===== config.mk =====
export PLATFORM = sky130hd
export DESIGN_NAME = bosr_regs
export DESIGN_NICKNAME = d
export VERILOG_FILES = /design/src/bosr_pkg.sv /design/src/bosr_regs.sv
export VERILOG_INCLUDE_DIRS = /design/src
export SDC_FILE = /design/constraint.sdc
export NUM_CORES = 1
export LEC_CHECK = 0
export BUFFER_PORTS_ARGS = -buffer_cell sky130_fd_sc_hd__buf_2
export CAP_MARGIN = 10
export CORE_MARGIN = 8
export CORE_UTILIZATION = 40
export CTS_CLUSTER_DIAMETER = 40
export DETAILED_ROUTE_END_ITERATION = 7
export SYNTH_ARGS = -nofsm -noshare
export SYNTH_HDL_FRONTEND = slang
export SYNTH_SLANG_ARGS = --single-unit

===== constraint.sdc =====
create_clock -name REF_CLK -period 7.8 [get_ports REF_CLK]
set_input_delay 1.17 -clock REF_CLK [delete_from_list [all_inputs] [get_ports REF_CLK]]
set_output_delay 1.17 -clock REF_CLK [all_outputs]
set_load 0.01 [all_outputs]

===== src/bosr_map.svh =====
`ifndef BOSR_MAP_SVH
`define BOSR_MAP_SVH

// register byte offsets
`define BOSR_OFF_RASTER_CTRL  19'h00000
`define BOSR_OFF_DEST_SIZE    19'h00004
`define BOSR_OFF_PAT_ADDR     19'h00008
`define BOSR_OFF_PAT_BG       19'h40040
`define BOSR_OFF_PAT_FG       19'h0000C
`define BOSR_OFF_SRC_BG       19'h00010
`define BOSR_OFF_SRC_FG       19'h00014
`define BOSR_OFF_DEST_ADDR    19'h00018
`define BOSR_OFF_STATUS       19'h0001C
`define BOSR_OFF_OPCODE       19'h00020
`define BOSR_OFF_PAT_BG_LOAD  19'h00024

// control word fields
`define BOSR_SOLID_BIT        31
`define BOSR_CLIP_BIT         30
`define BOSR_SRC_TRANS_BIT    29
`define BOSR_PAT_TRANS_BIT    28
`define BOSR_DEPTH_HI         25
`define BOSR_DEPTH_LO         24
`define BOSR_ROP_HI           23
`define BOSR_ROP_LO           16
`define BOSR_PITCH_HI         15
`define BOSR_PITCH_LO         0

// size fields
`define BOSR_HEIGHT_HI        28
`define BOSR_HEIGHT_LO        16
`define BOSR_WIDTH_HI         12
`define BOSR_WIDTH_LO         0

// pattern and destination address fields
`define BOSR_PADDR_HI         28
`define BOSR_PADDR_LO         6
`define BOSR_DADDR_HI         28

// opcode bits and reset values
`define BOSR_OPC_MONO_SRC     0
`define BOSR_OPC_MONO_PAT     1
`define BOSR_RST_WORD         32'h0000_0000

`endif


===== src/bosr_pkg.sv =====
package bosr_pkg;
    typedef enum logic [1:0] {
        BOSR_DEPTH_8,
        BOSR_DEPTH_16,
        BOSR_DEPTH_32,
        BOSR_DEPTH_RSVD
    } bosr_depth_t;

    typedef enum logic [1:0] {
        BOSR_ST_IDLE,
        BOSR_ST_PIXEL,
        BOSR_ST_LINE_END
    } bosr_state_t;
endpackage : bosr_pkg


===== src/bosr_regs.sv =====
//
// Overview of operation
// - Control bit 30 set enables destination clipping; clear means no clipping.
// - Mono source, transparency off: zero source bit uses source background colour.
// - Mono source, transparency on: zero source bit leaves destination bytes unwritten.
// - Mono pattern, transparency off: zero pattern bit uses pattern background colour.
// - Mono pattern, transparency on: zero pattern bit suppresses destination write.
// - Transparency applies only to operands the opcode declares monochrome.
// - Depth field 25:24: 00 8-bit, 01 16-bit, 10 next depth, 11 reserved.
// - Bits 23:16 select one of 256 raster operations over source, pattern, destination.
// - After each line, destination address advances by signed 16-bit pitch.
// - Destination height is a 13-bit working line count.
// - Destination width bits 12:0 count bytes per line; pixels follow depth.
// - Pattern start address is the 23-bit field 28:6, in linear memory.
// - Pattern address bits 5:0 read as zero.
// - Mono pattern expansion uses pattern background and foreground registers.
// - Expansion colours use low 8, 16 or all 32 bits by depth.
// - Source background also serves as the destination transparency compare colour.
// - Mono source expansion foreground comes from source foreground register.
// - Solid pattern bit, with the opcode declaring a mono pattern, forces pattern bits zero and pattern operand background.
// - Writing destination address register last starts the operation.
`timescale 1ns/1ps
`default_nettype none
`include "bosr_map.svh"

module bosr_regs (
    // clock and reset
    input  wire logic        REF_CLK,
    input  wire logic        RESET_N,
    // axi4-lite write address
    input  wire logic [18:0] S_AXI_AWADDR,
    input  wire logic        S_AXI_AWVALID,
    output logic             S_AXI_AWREADY,
    // axi4-lite write data
    input  wire logic [31:0] S_AXI_WDATA,
    input  wire logic [3:0]  S_AXI_WSTRB,
    input  wire logic        S_AXI_WVALID,
    output logic             S_AXI_WREADY,
    // axi4-lite write response
    output logic [1:0]       S_AXI_BRESP,
    output logic             S_AXI_BVALID,
    input  wire logic        S_AXI_BREADY,
    // axi4-lite read address
    input  wire logic [18:0] S_AXI_ARADDR,
    input  wire logic        S_AXI_ARVALID,
    output logic             S_AXI_ARREADY,
    // axi4-lite read data
    output logic [31:0]      S_AXI_RDATA,
    output logic [1:0]       S_AXI_RRESP,
    output logic             S_AXI_RVALID,
    input  wire logic        S_AXI_RREADY,
    // monochrome operand stream, one bit per pixel
    input  wire logic        MONO_SRC_BIT,
    input  wire logic        MONO_PAT_BIT,
    input  wire logic        PIX_VALID,
    output logic             PIX_READY,
    // expanded operands and write control
    output logic [31:0]      SRC_OPERAND,
    output logic [31:0]      PAT_OPERAND,
    output logic             DEST_WRITE_EN,
    output logic             PAT_FETCH_EN,
    output logic             CLIP_ENABLE,
    output logic [7:0]       RASTER_OP_CODE,
    output logic [28:0]      DEST_LINE_ADDR,
    output logic [31:0]      DEST_COMPARE_COLOR,
    output logic             ENGINE_BUSY
);

    // ----------------------------------------------------------------
    // register storage
    // ----------------------------------------------------------------
    logic [31:0]               raster_control_reg;
    logic [31:0]               dest_size_reg;
    logic [31:0]               pattern_address_reg;
    logic [31:0]               pattern_bg_reg;
    logic [31:0]               pattern_fg_reg;
    logic [31:0]               source_bg_reg;
    logic [31:0]               source_fg_reg;
    logic [28:0]               destination_address_reg;
    logic [1:0]                opcode_reg;
    logic [12:0]               bytes_left;
    bosr_pkg::bosr_state_t     state;
    logic [18:0] aw_addr;
    logic        aw_held;
    logic [31:0] w_data;
    logic [3:0]  w_strb;
    logic        w_held;
    logic        wr_fire;
    logic        wr_hit;
    logic        start;
    function automatic logic [31:0] merge(input logic [31:0] old, input logic [31:0] nw, input logic [3:0] be);
        logic [31:0] r;
        for (int i = 0; i < 4; i++) begin
            r[i*8 +: 8] = be[i] ? nw[i*8 +: 8] : old[i*8 +: 8];
        end
        return r;
    endfunction : merge

    // ----------------------------------------------------------------
    // write channel: address and data taken in either order
    // ----------------------------------------------------------------
    assign S_AXI_AWREADY = !aw_held && !S_AXI_BVALID;
    assign S_AXI_WREADY  = !w_held && !S_AXI_BVALID;
    assign wr_fire       = aw_held && w_held;

    always_ff @(posedge REF_CLK) begin
        if (!RESET_N) begin
            aw_held <= 1'b0;
            aw_addr <= 19'h00000;
        end else if (S_AXI_AWVALID && S_AXI_AWREADY) begin
            aw_held <= 1'b1;
            aw_addr <= S_AXI_AWADDR;
        end else if (wr_fire) begin
            aw_held <= 1'b0;
        end
    end

    always_ff @(posedge REF_CLK) begin
        if (!RESET_N) begin
            w_held <= 1'b0;
            w_data <= 32'h0000_0000;
            w_strb <= 4'h0;
        end else if (S_AXI_WVALID && S_AXI_WREADY) begin
            w_held <= 1'b1;
            w_data <= S_AXI_WDATA;
            w_strb <= S_AXI_WSTRB;
        end else if (wr_fire) begin
            w_held <= 1'b0;
        end
    end
    always_comb begin
        unique case (aw_addr)
            `BOSR_OFF_RASTER_CTRL, `BOSR_OFF_DEST_SIZE, `BOSR_OFF_PAT_ADDR, `BOSR_OFF_PAT_FG,
            `BOSR_OFF_SRC_BG, `BOSR_OFF_SRC_FG, `BOSR_OFF_DEST_ADDR, `BOSR_OFF_OPCODE,
            `BOSR_OFF_PAT_BG_LOAD: wr_hit = 1'b1;
            default: wr_hit = 1'b0;
        endcase
    end

    // a write while busy is still stored; software owns ordering
    assign start = wr_fire && aw_addr == `BOSR_OFF_DEST_ADDR;

    always_ff @(posedge REF_CLK) begin
        if (!RESET_N) begin
            S_AXI_BVALID <= 1'b0;
            S_AXI_BRESP  <= 2'b00;
        end else if (wr_fire) begin
            S_AXI_BVALID <= 1'b1;
            S_AXI_BRESP  <= wr_hit ? 2'b00 : 2'b10;
        end else if (S_AXI_BREADY) begin
            S_AXI_BVALID <= 1'b0;
        end
    end

    // ----------------------------------------------------------------
    // state registers
    // ----------------------------------------------------------------
    always_ff @(posedge REF_CLK) begin
        if (!RESET_N) begin
            raster_control_reg  <= `BOSR_RST_WORD;
            pattern_address_reg <= `BOSR_RST_WORD;
            pattern_bg_reg      <= `BOSR_RST_WORD;
            pattern_fg_reg      <= `BOSR_RST_WORD;
            source_bg_reg       <= `BOSR_RST_WORD;
            source_fg_reg       <= `BOSR_RST_WORD;
            opcode_reg          <= 2'b00;
        end else if (wr_fire) begin
            unique case (aw_addr)
                `BOSR_OFF_RASTER_CTRL:  raster_control_reg <= merge(raster_control_reg, w_data, w_strb);
                `BOSR_OFF_PAT_ADDR:     pattern_address_reg <= merge(pattern_address_reg, w_data, w_strb)
                                                           & 32'h1FFF_FFC0;
                // pattern background is read-only on the bus; loaded through an alias
                `BOSR_OFF_PAT_BG_LOAD:  pattern_bg_reg <= merge(pattern_bg_reg, w_data, w_strb);
                `BOSR_OFF_PAT_FG:       pattern_fg_reg <= merge(pattern_fg_reg, w_data, w_strb);
                `BOSR_OFF_SRC_BG:       source_bg_reg  <= merge(source_bg_reg, w_data, w_strb);
                `BOSR_OFF_SRC_FG:       source_fg_reg  <= merge(source_fg_reg, w_data, w_strb);
                `BOSR_OFF_OPCODE:       opcode_reg     <= w_data[1:0];
                default: ;
            endcase
        end
    end

    // ----------------------------------------------------------------
    // operand expansion
    // ----------------------------------------------------------------
    bosr_pkg::bosr_depth_t depth;
    logic [31:0]           lane_mask;
    logic                  mono_src;
    logic                  mono_pat;
    logic                  solid;
    logic                  pat_bit;
    logic                  src_skip;
    logic                  pat_skip;
    logic                  pix_fire;
    logic                  line_done;

    assign depth    = bosr_pkg::bosr_depth_t'(raster_control_reg[`BOSR_DEPTH_HI:`BOSR_DEPTH_LO]);
    assign mono_src = opcode_reg[`BOSR_OPC_MONO_SRC];
    assign mono_pat = opcode_reg[`BOSR_OPC_MONO_PAT];
    assign solid    = mono_pat && raster_control_reg[`BOSR_SOLID_BIT];

    always_comb begin
        unique case (depth)
            bosr_pkg::BOSR_DEPTH_8:  lane_mask = 32'h0000_00FF;
            bosr_pkg::BOSR_DEPTH_16: lane_mask = 32'h0000_FFFF;
            bosr_pkg::BOSR_DEPTH_32: lane_mask = 32'hFFFF_FFFF;
            bosr_pkg::BOSR_DEPTH_RSVD: lane_mask = 32'h0000_0000;
        endcase
    end

    assign pat_bit  = solid ? 1'b0 : MONO_PAT_BIT;
    // transparency only counts for monochrome operands
    assign src_skip = mono_src && raster_control_reg[`BOSR_SRC_TRANS_BIT] && !MONO_SRC_BIT;
    assign pat_skip = mono_pat && raster_control_reg[`BOSR_PAT_TRANS_BIT] && !pat_bit;
    assign pix_fire = PIX_VALID && PIX_READY;
    assign PIX_READY = state == bosr_pkg::BOSR_ST_PIXEL;
    assign PAT_FETCH_EN = !solid;

    always_ff @(posedge REF_CLK) begin
        if (!RESET_N) begin
            SRC_OPERAND   <= 32'h0000_0000;
            PAT_OPERAND   <= 32'h0000_0000;
            DEST_WRITE_EN <= 1'b0;
        end else begin
            DEST_WRITE_EN <= pix_fire && !src_skip && !pat_skip;
            if (pix_fire) begin
                SRC_OPERAND <= (MONO_SRC_BIT ? source_fg_reg : source_bg_reg) & lane_mask;
                PAT_OPERAND <= (pat_bit ? pattern_fg_reg : pattern_bg_reg) & lane_mask;
            end
        end
    end

    assign CLIP_ENABLE        = raster_control_reg[`BOSR_CLIP_BIT];
    assign RASTER_OP_CODE     = raster_control_reg[`BOSR_ROP_HI:`BOSR_ROP_LO];
    assign DEST_COMPARE_COLOR = source_bg_reg & lane_mask;
    assign DEST_LINE_ADDR     = destination_address_reg;
    assign ENGINE_BUSY        = state != bosr_pkg::BOSR_ST_IDLE;

    // ----------------------------------------------------------------
    // scan line walk
    // ----------------------------------------------------------------
    logic [12:0] width_bytes;
    logic [12:0] step_bytes;
    logic [28:0] pitch_ext;

    assign width_bytes = dest_size_reg[`BOSR_WIDTH_HI:`BOSR_WIDTH_LO];
    assign pitch_ext   = {{13{raster_control_reg[`BOSR_PITCH_HI]}},
                          raster_control_reg[`BOSR_PITCH_HI:`BOSR_PITCH_LO]};

    always_comb begin
        unique case (depth)
            bosr_pkg::BOSR_DEPTH_16: step_bytes = 13'h0002;
            bosr_pkg::BOSR_DEPTH_32: step_bytes = 13'h0004;
            default:                 step_bytes = 13'h0001;
        endcase
    end

    assign line_done = pix_fire && bytes_left <= step_bytes;

    always_ff @(posedge REF_CLK) begin
        if (!RESET_N) begin
            state <= bosr_pkg::BOSR_ST_IDLE;
        end else begin
            unique case (state)
                bosr_pkg::BOSR_ST_IDLE: begin
                    if (start && width_bytes != 13'h0000 && dest_size_reg[`BOSR_HEIGHT_HI:`BOSR_HEIGHT_LO] != 13'h0000) begin
                        state <= bosr_pkg::BOSR_ST_PIXEL;
                    end
                end
                bosr_pkg::BOSR_ST_PIXEL: begin
                    if (line_done) begin
                        state <= bosr_pkg::BOSR_ST_LINE_END;
                    end
                end
                bosr_pkg::BOSR_ST_LINE_END: begin
                    if (dest_size_reg[`BOSR_HEIGHT_HI:`BOSR_HEIGHT_LO] == 13'h0000) begin
                        state <= bosr_pkg::BOSR_ST_IDLE;
                    end else begin
                        state <= bosr_pkg::BOSR_ST_PIXEL;
                    end
                end
            endcase
        end
    end

    always_ff @(posedge REF_CLK) begin
        if (!RESET_N) begin
            bytes_left <= 13'h0000;
        end else if (start || state == bosr_pkg::BOSR_ST_LINE_END) begin
            bytes_left <= width_bytes;
        end else if (pix_fire) begin
            bytes_left <= bytes_left - step_bytes;
        end
    end

    // height counts down as lines complete
    always_ff @(posedge REF_CLK) begin
        if (!RESET_N) begin
            dest_size_reg <= `BOSR_RST_WORD;
        end else if (wr_fire && aw_addr == `BOSR_OFF_DEST_SIZE) begin
            dest_size_reg <= merge(dest_size_reg, w_data, w_strb) & 32'h1FFF_1FFF;
        end else if (line_done) begin
            dest_size_reg[`BOSR_HEIGHT_HI:`BOSR_HEIGHT_LO] <=
                dest_size_reg[`BOSR_HEIGHT_HI:`BOSR_HEIGHT_LO] - 13'h0001;
        end
    end

    always_ff @(posedge REF_CLK) begin
        if (!RESET_N) begin
            destination_address_reg <= 29'h0000_0000;
        end else if (start) begin
            destination_address_reg <= w_data[`BOSR_DADDR_HI:0];
        end else if (line_done) begin
            destination_address_reg <= destination_address_reg + pitch_ext;
        end
    end

    // ----------------------------------------------------------------
    // read channel
    // ----------------------------------------------------------------
    logic [31:0] rd_word;
    logic        rd_hit;
    assign S_AXI_ARREADY = !S_AXI_RVALID;
    always_comb begin
        rd_hit  = 1'b1;
        rd_word = 32'h0000_0000;
        unique case (S_AXI_ARADDR)
            `BOSR_OFF_RASTER_CTRL: rd_word = raster_control_reg;
            `BOSR_OFF_DEST_SIZE:   rd_word = dest_size_reg;
            `BOSR_OFF_PAT_ADDR:    rd_word = pattern_address_reg;
            `BOSR_OFF_PAT_BG:      rd_word = pattern_bg_reg;
            `BOSR_OFF_PAT_FG:      rd_word = pattern_fg_reg;
            `BOSR_OFF_SRC_BG:      rd_word = source_bg_reg;
            `BOSR_OFF_SRC_FG:      rd_word = source_fg_reg;
            `BOSR_OFF_DEST_ADDR:   rd_word = {3'b000, destination_address_reg};
            `BOSR_OFF_STATUS:      rd_word = {31'h0000_0000, ENGINE_BUSY};
            `BOSR_OFF_OPCODE:      rd_word = {30'h0000_0000, opcode_reg};
            default: rd_hit = 1'b0;
        endcase
    end

    always_ff @(posedge REF_CLK) begin
        if (!RESET_N) begin
            S_AXI_RVALID <= 1'b0;
            S_AXI_RDATA  <= 32'h0000_0000;
            S_AXI_RRESP  <= 2'b00;
        end else if (S_AXI_ARVALID && S_AXI_ARREADY) begin
            S_AXI_RVALID <= 1'b1;
            S_AXI_RDATA  <= rd_word;
            S_AXI_RRESP  <= rd_hit ? 2'b00 : 2'b10;
        end else if (S_AXI_RREADY) begin
            S_AXI_RVALID <= 1'b0;
        end
    end

    // ----------------------------------------------------------------
    // checks
    // ----------------------------------------------------------------
    a_start_walk: assert property (@(posedge REF_CLK) disable iff (!RESET_N)
        start && state == bosr_pkg::BOSR_ST_IDLE && width_bytes != 13'h0000
        && dest_size_reg[28:16] != 13'h0000 |=> state == bosr_pkg::BOSR_ST_PIXEL)
        else $error("walk did not start on destination address write");
    a_pitch_step: assert property (@(posedge REF_CLK) disable iff (!RESET_N)
        line_done && !start |=> destination_address_reg == $past(destination_address_reg) + $past(pitch_ext))
        else $error("destination address did not advance by pitch");
    a_height_dec: assert property (@(posedge REF_CLK) disable iff (!RESET_N)
        line_done && !(wr_fire && aw_addr == `BOSR_OFF_DEST_SIZE)
        |=> dest_size_reg[28:16] == $past(dest_size_reg[28:16]) - 13'h0001)
        else $error("height count did not decrement");
    a_src_trans: assert property (@(posedge REF_CLK) disable iff (!RESET_N)
        pix_fire && mono_src && raster_control_reg[29] && !MONO_SRC_BIT |=> !DEST_WRITE_EN)
        else $error("transparent source pixel was written");
    a_pat_trans: assert property (@(posedge REF_CLK) disable iff (!RESET_N)
        pix_fire && pat_skip |=> !DEST_WRITE_EN)
        else $error("transparent pattern pixel was written");
    a_src_expand: assert property (@(posedge REF_CLK) disable iff (!RESET_N)
        pix_fire && !MONO_SRC_BIT |=> SRC_OPERAND == $past(source_bg_reg & lane_mask))
        else $error("zero source bit not expanded to background");
    a_pat_solid: assert property (@(posedge REF_CLK) disable iff (!RESET_N)
        pix_fire && solid |=> PAT_OPERAND == $past(pattern_bg_reg & lane_mask))
        else $error("solid pattern not forced to background");
    a_paddr_low: assert property (@(posedge REF_CLK) disable iff (!RESET_N)
        S_AXI_RVALID && $past(S_AXI_ARADDR) == `BOSR_OFF_PAT_ADDR && $rose(S_AXI_RVALID)
        |-> S_AXI_RDATA[5:0] == 6'h00)
        else $error("pattern address low bits not zero");
    a_fg_lane8: assert property (@(posedge REF_CLK) disable iff (!RESET_N)
        pix_fire && depth == bosr_pkg::BOSR_DEPTH_8 |=> PAT_OPERAND[31:8] == 24'h000000)
        else $error("8-bit depth leaked upper lanes");
    c_walk:    cover property (@(posedge REF_CLK) state == bosr_pkg::BOSR_ST_LINE_END);
    c_skip:    cover property (@(posedge REF_CLK) pix_fire && src_skip);
    c_neg:     cover property (@(posedge REF_CLK) line_done && pitch_ext[28]);
    c_bad_rd:  cover property (@(posedge REF_CLK) S_AXI_RVALID && S_AXI_RRESP == 2'b10);
endmodule : bosr_regs
`default_nettype wire


==> results.toml <==
[clock_network]
cts_resized = 0
clockBufferDepth = 3
clock_latency_ns = 0.59
cts.sinks = 413
clkTransAtPathRegs_ns = 0.05
cts_buffers = 70
ctsHoldBuffers = 0
htree_levels = 3
cts_tree = "built"
cts_root_buffer = "clkbuf_16"
cts_setup_buffers = 0

[drt]
post_drt_wl_per_cell_um = 22.4
drt-initial-drc-count = 2018
wl_met1_um = 29600
viasPerCell = 5.72
routed.top_layer = "met5"
dr_total_vias = 19617
ant_nets = 0
drt_pass1_iterations = 7
drcViolationCount = 0
wl_met3_um = 5130
routed_wl_um = 76700
wl_met2_um = 38000

[layout]
postLayoutCellArea_um2 = 23600
fin_nets = 2831
drive_gt1_share_pct = 16.9
mostFrequentLayoutCells = "614 x nand2_1, 413 x dfxtp_1, 399 x a21oi_1"
final_common_cell = "nand2_1"
diodes = 0
stdcell_count = 3429
synthToLayoutAreaGrowth_pct = 19.8

[die]
rows = 81
pin_count = 263
die_w_um = 238
start_util_pct = 40.4
coreArea_um2 = 48800
die_y_um = 238
die-area_um2 = 56700

[yosys]
synth-seq-cells = 413
async_reset_ff_share_pct = 0
yosysSeqAreaShare_pct = 41.9
synthFlopType = "dfxtp_1"
syn_inst = 2553
syn_avg_cell_area_um2 = 7.72
synth_area_leaders = "dfxtp_1 42%, nand2_1 12%, a21oi_1 10%"
synth_warnings = 0
synth_top_area_share_pct = 41.9
synth_area_um2 = 19700
synth_edf_count = 0
synth_area_leader_cell = "dfxtp_1"
synth_cell_types = 77

[power_and_ir_drop]
leakage_nw = 9.11
powerDensity_nw_per_um2 = 233
peakVddDrop_v = 0.000146

[worst_setup_path]
reg2reg_to = "DEST_LINE_ADDR[27]$_SDFFE_PN0P_"
crit_arrival_ns = 4.61
cp-end-kind = "flip-flop"
cp_max_fo = 44
start_kind = "flip-flop"
reg2reg_depth = 11
critical_path_class = "reg2reg"
reg2reg_slack_ns = 3.70
worst_ep_required_time_ns = 8.30
reg2reg_from = "raster_control_reg[25]$_SDFFE_PN0P_"

[outcome]
status = "finished, final reports clean"

[worst_hold_path]
hp-class = "reg2reg"
min_from = "aw_addr[6]$_SDFFE_PN0P_"
hold_depth = 2
min_to = "aw_addr[6]$_SDFFE_PN0P_"

[sta]
skew_ns = 0.0282
slew_viol_final = 0
max_freq_mhz = 244
worst_pin_slew_ns = 1.23
rsz0062_at_grt = "no"
post-route-min-period_ns = 4.10
finalSetupTns_ns = 0
post-route-period-util_pct = 52.6
final_hold_viol_count = 0
relSlewSlack_pct = 18.2
setup_viol = 0

[global_route]
grt_pass1_wl_um = 115000
first_global_vias = 18847
grt_usage_pct = 25.9
grt_max_degree = 173
overflow = 0
antenna_found_initial = 2

[placement]
dp_cells = 3302
placed_cell_area_um2 = 21200
place_hpwl_um = 56300
place_congestion = 0.901
portBuffers = 260

[run]
cap_viol_max_count = 0
==> power breakdown <==
group	switching, W	internal, W
clock network	0.00115	0.00197
logic	0.000133	0.0000564
registers	0.0000570	0.00213
==> cells in the mapped netlist (all sizes together), types with 26 or more instances <==
cell type and number:
a22oi 28, a221oi 29, o21ai 53, ha 35, nand4 27, buf 41
mux2i 71, mux2 44, nor3 38, nor2 205, nand3 93, o211ai 27
a21oi 399, clkbuf 152, dfxtp 413, nand2 618, and2 26
==> layer usage <==
layer | track usage (%) | vias up
li1 | - | 9252
met1 | 29.6 | 9355
met2 | 45.7 | 806
met3 | 4.61 | 200
met4 | 13.6 | 4
met5 | 0 | -
==> stage by stage <==
stage                     utilization, %  power [W]  worst slack (ns)  hold WS [ns]
after floorplan                        -    0.00233              4.66         0.429
after global placement              43.5    0.00242              3.58         0.437
after detailed placement            43.5    0.00242              3.43         0.443
after CTS                           48.3    0.00554              3.77         0.451
after global routing                48.3    0.00567              3.42         0.472
final                               48.3    0.00550              3.70         0.450
==> critical path, stage by stage, from the launching register on <==
cell     delay [ns]
dfxtp_1        0.41
ha_1           0.96
inv_1          0.12
ha_1           0.37
o21ai_0        0.19
a21oi_1        0.19
or4_1          0.72
buf_4          0.34
nor4b_1        0.37
a21oi_1        0.06
and3_1         0.18
nor2_1         0.09
==> worst max path at each step <==
| stage | cells after the start | slack [ns] | start | to |
|---|---|---|---|---|
| after floorplan | 9 | 4.66 | S_AXI_ARADDR[8] | S_AXI_RDATA[5]$_SDFFE_PN0P_ |
| after global placement | 10 | 3.58 | S_AXI_ARADDR[8] | S_AXI_RDATA[16]$_SDFFE_PN0P_ |
| after detailed placement | 10 | 3.43 | S_AXI_ARADDR[1] | S_AXI_RDATA[16]$_SDFFE_PN0P_ |
| after CTS | 11 | 3.77 | raster_control_reg[25]$_SDFFE_PN0P_ | DEST_LINE_ADDR[27]$_SDFFE_PN0P_ |
| after global routing | 11 | 3.42 | raster_control_reg[25]$_SDFFE_PN0P_ | dest_size_reg[19]$_SDFFE_PN0P_ |
| final | 11 | 3.70 | raster_control_reg[25]$_SDFFE_PN0P_ | DEST_LINE_ADDR[27]$_SDFFE_PN0P_ |
==> final cells by class <==
type	count	area [um^2]
Sequential cell	413	8270
Timing Repair Buffer	277	1440
Inverter	21	86.3
Clock inverter	38	432
Clock buffer	89	1960
Tap cell	664	831
Multi-Input combinational cell	1927	10600
Fill cell	4859	25200
==> kinds of logic after synthesis <==
| family | synth area share [%] |
|---|---|
| flip-flops | 41.9 |
| buffers and inverters | 4.53 |
| XOR/XNOR | 1.24 |
| adder cells (fa/ha/maj) | 2.42 |
| AO/OA/AOI/OAI | 19.7 |
| multiplexers | 6.12 |
| AND/OR/NAND/NOR | 24.1 |
| other | 0.0190 |
Power figures use the tool's default switching activity.
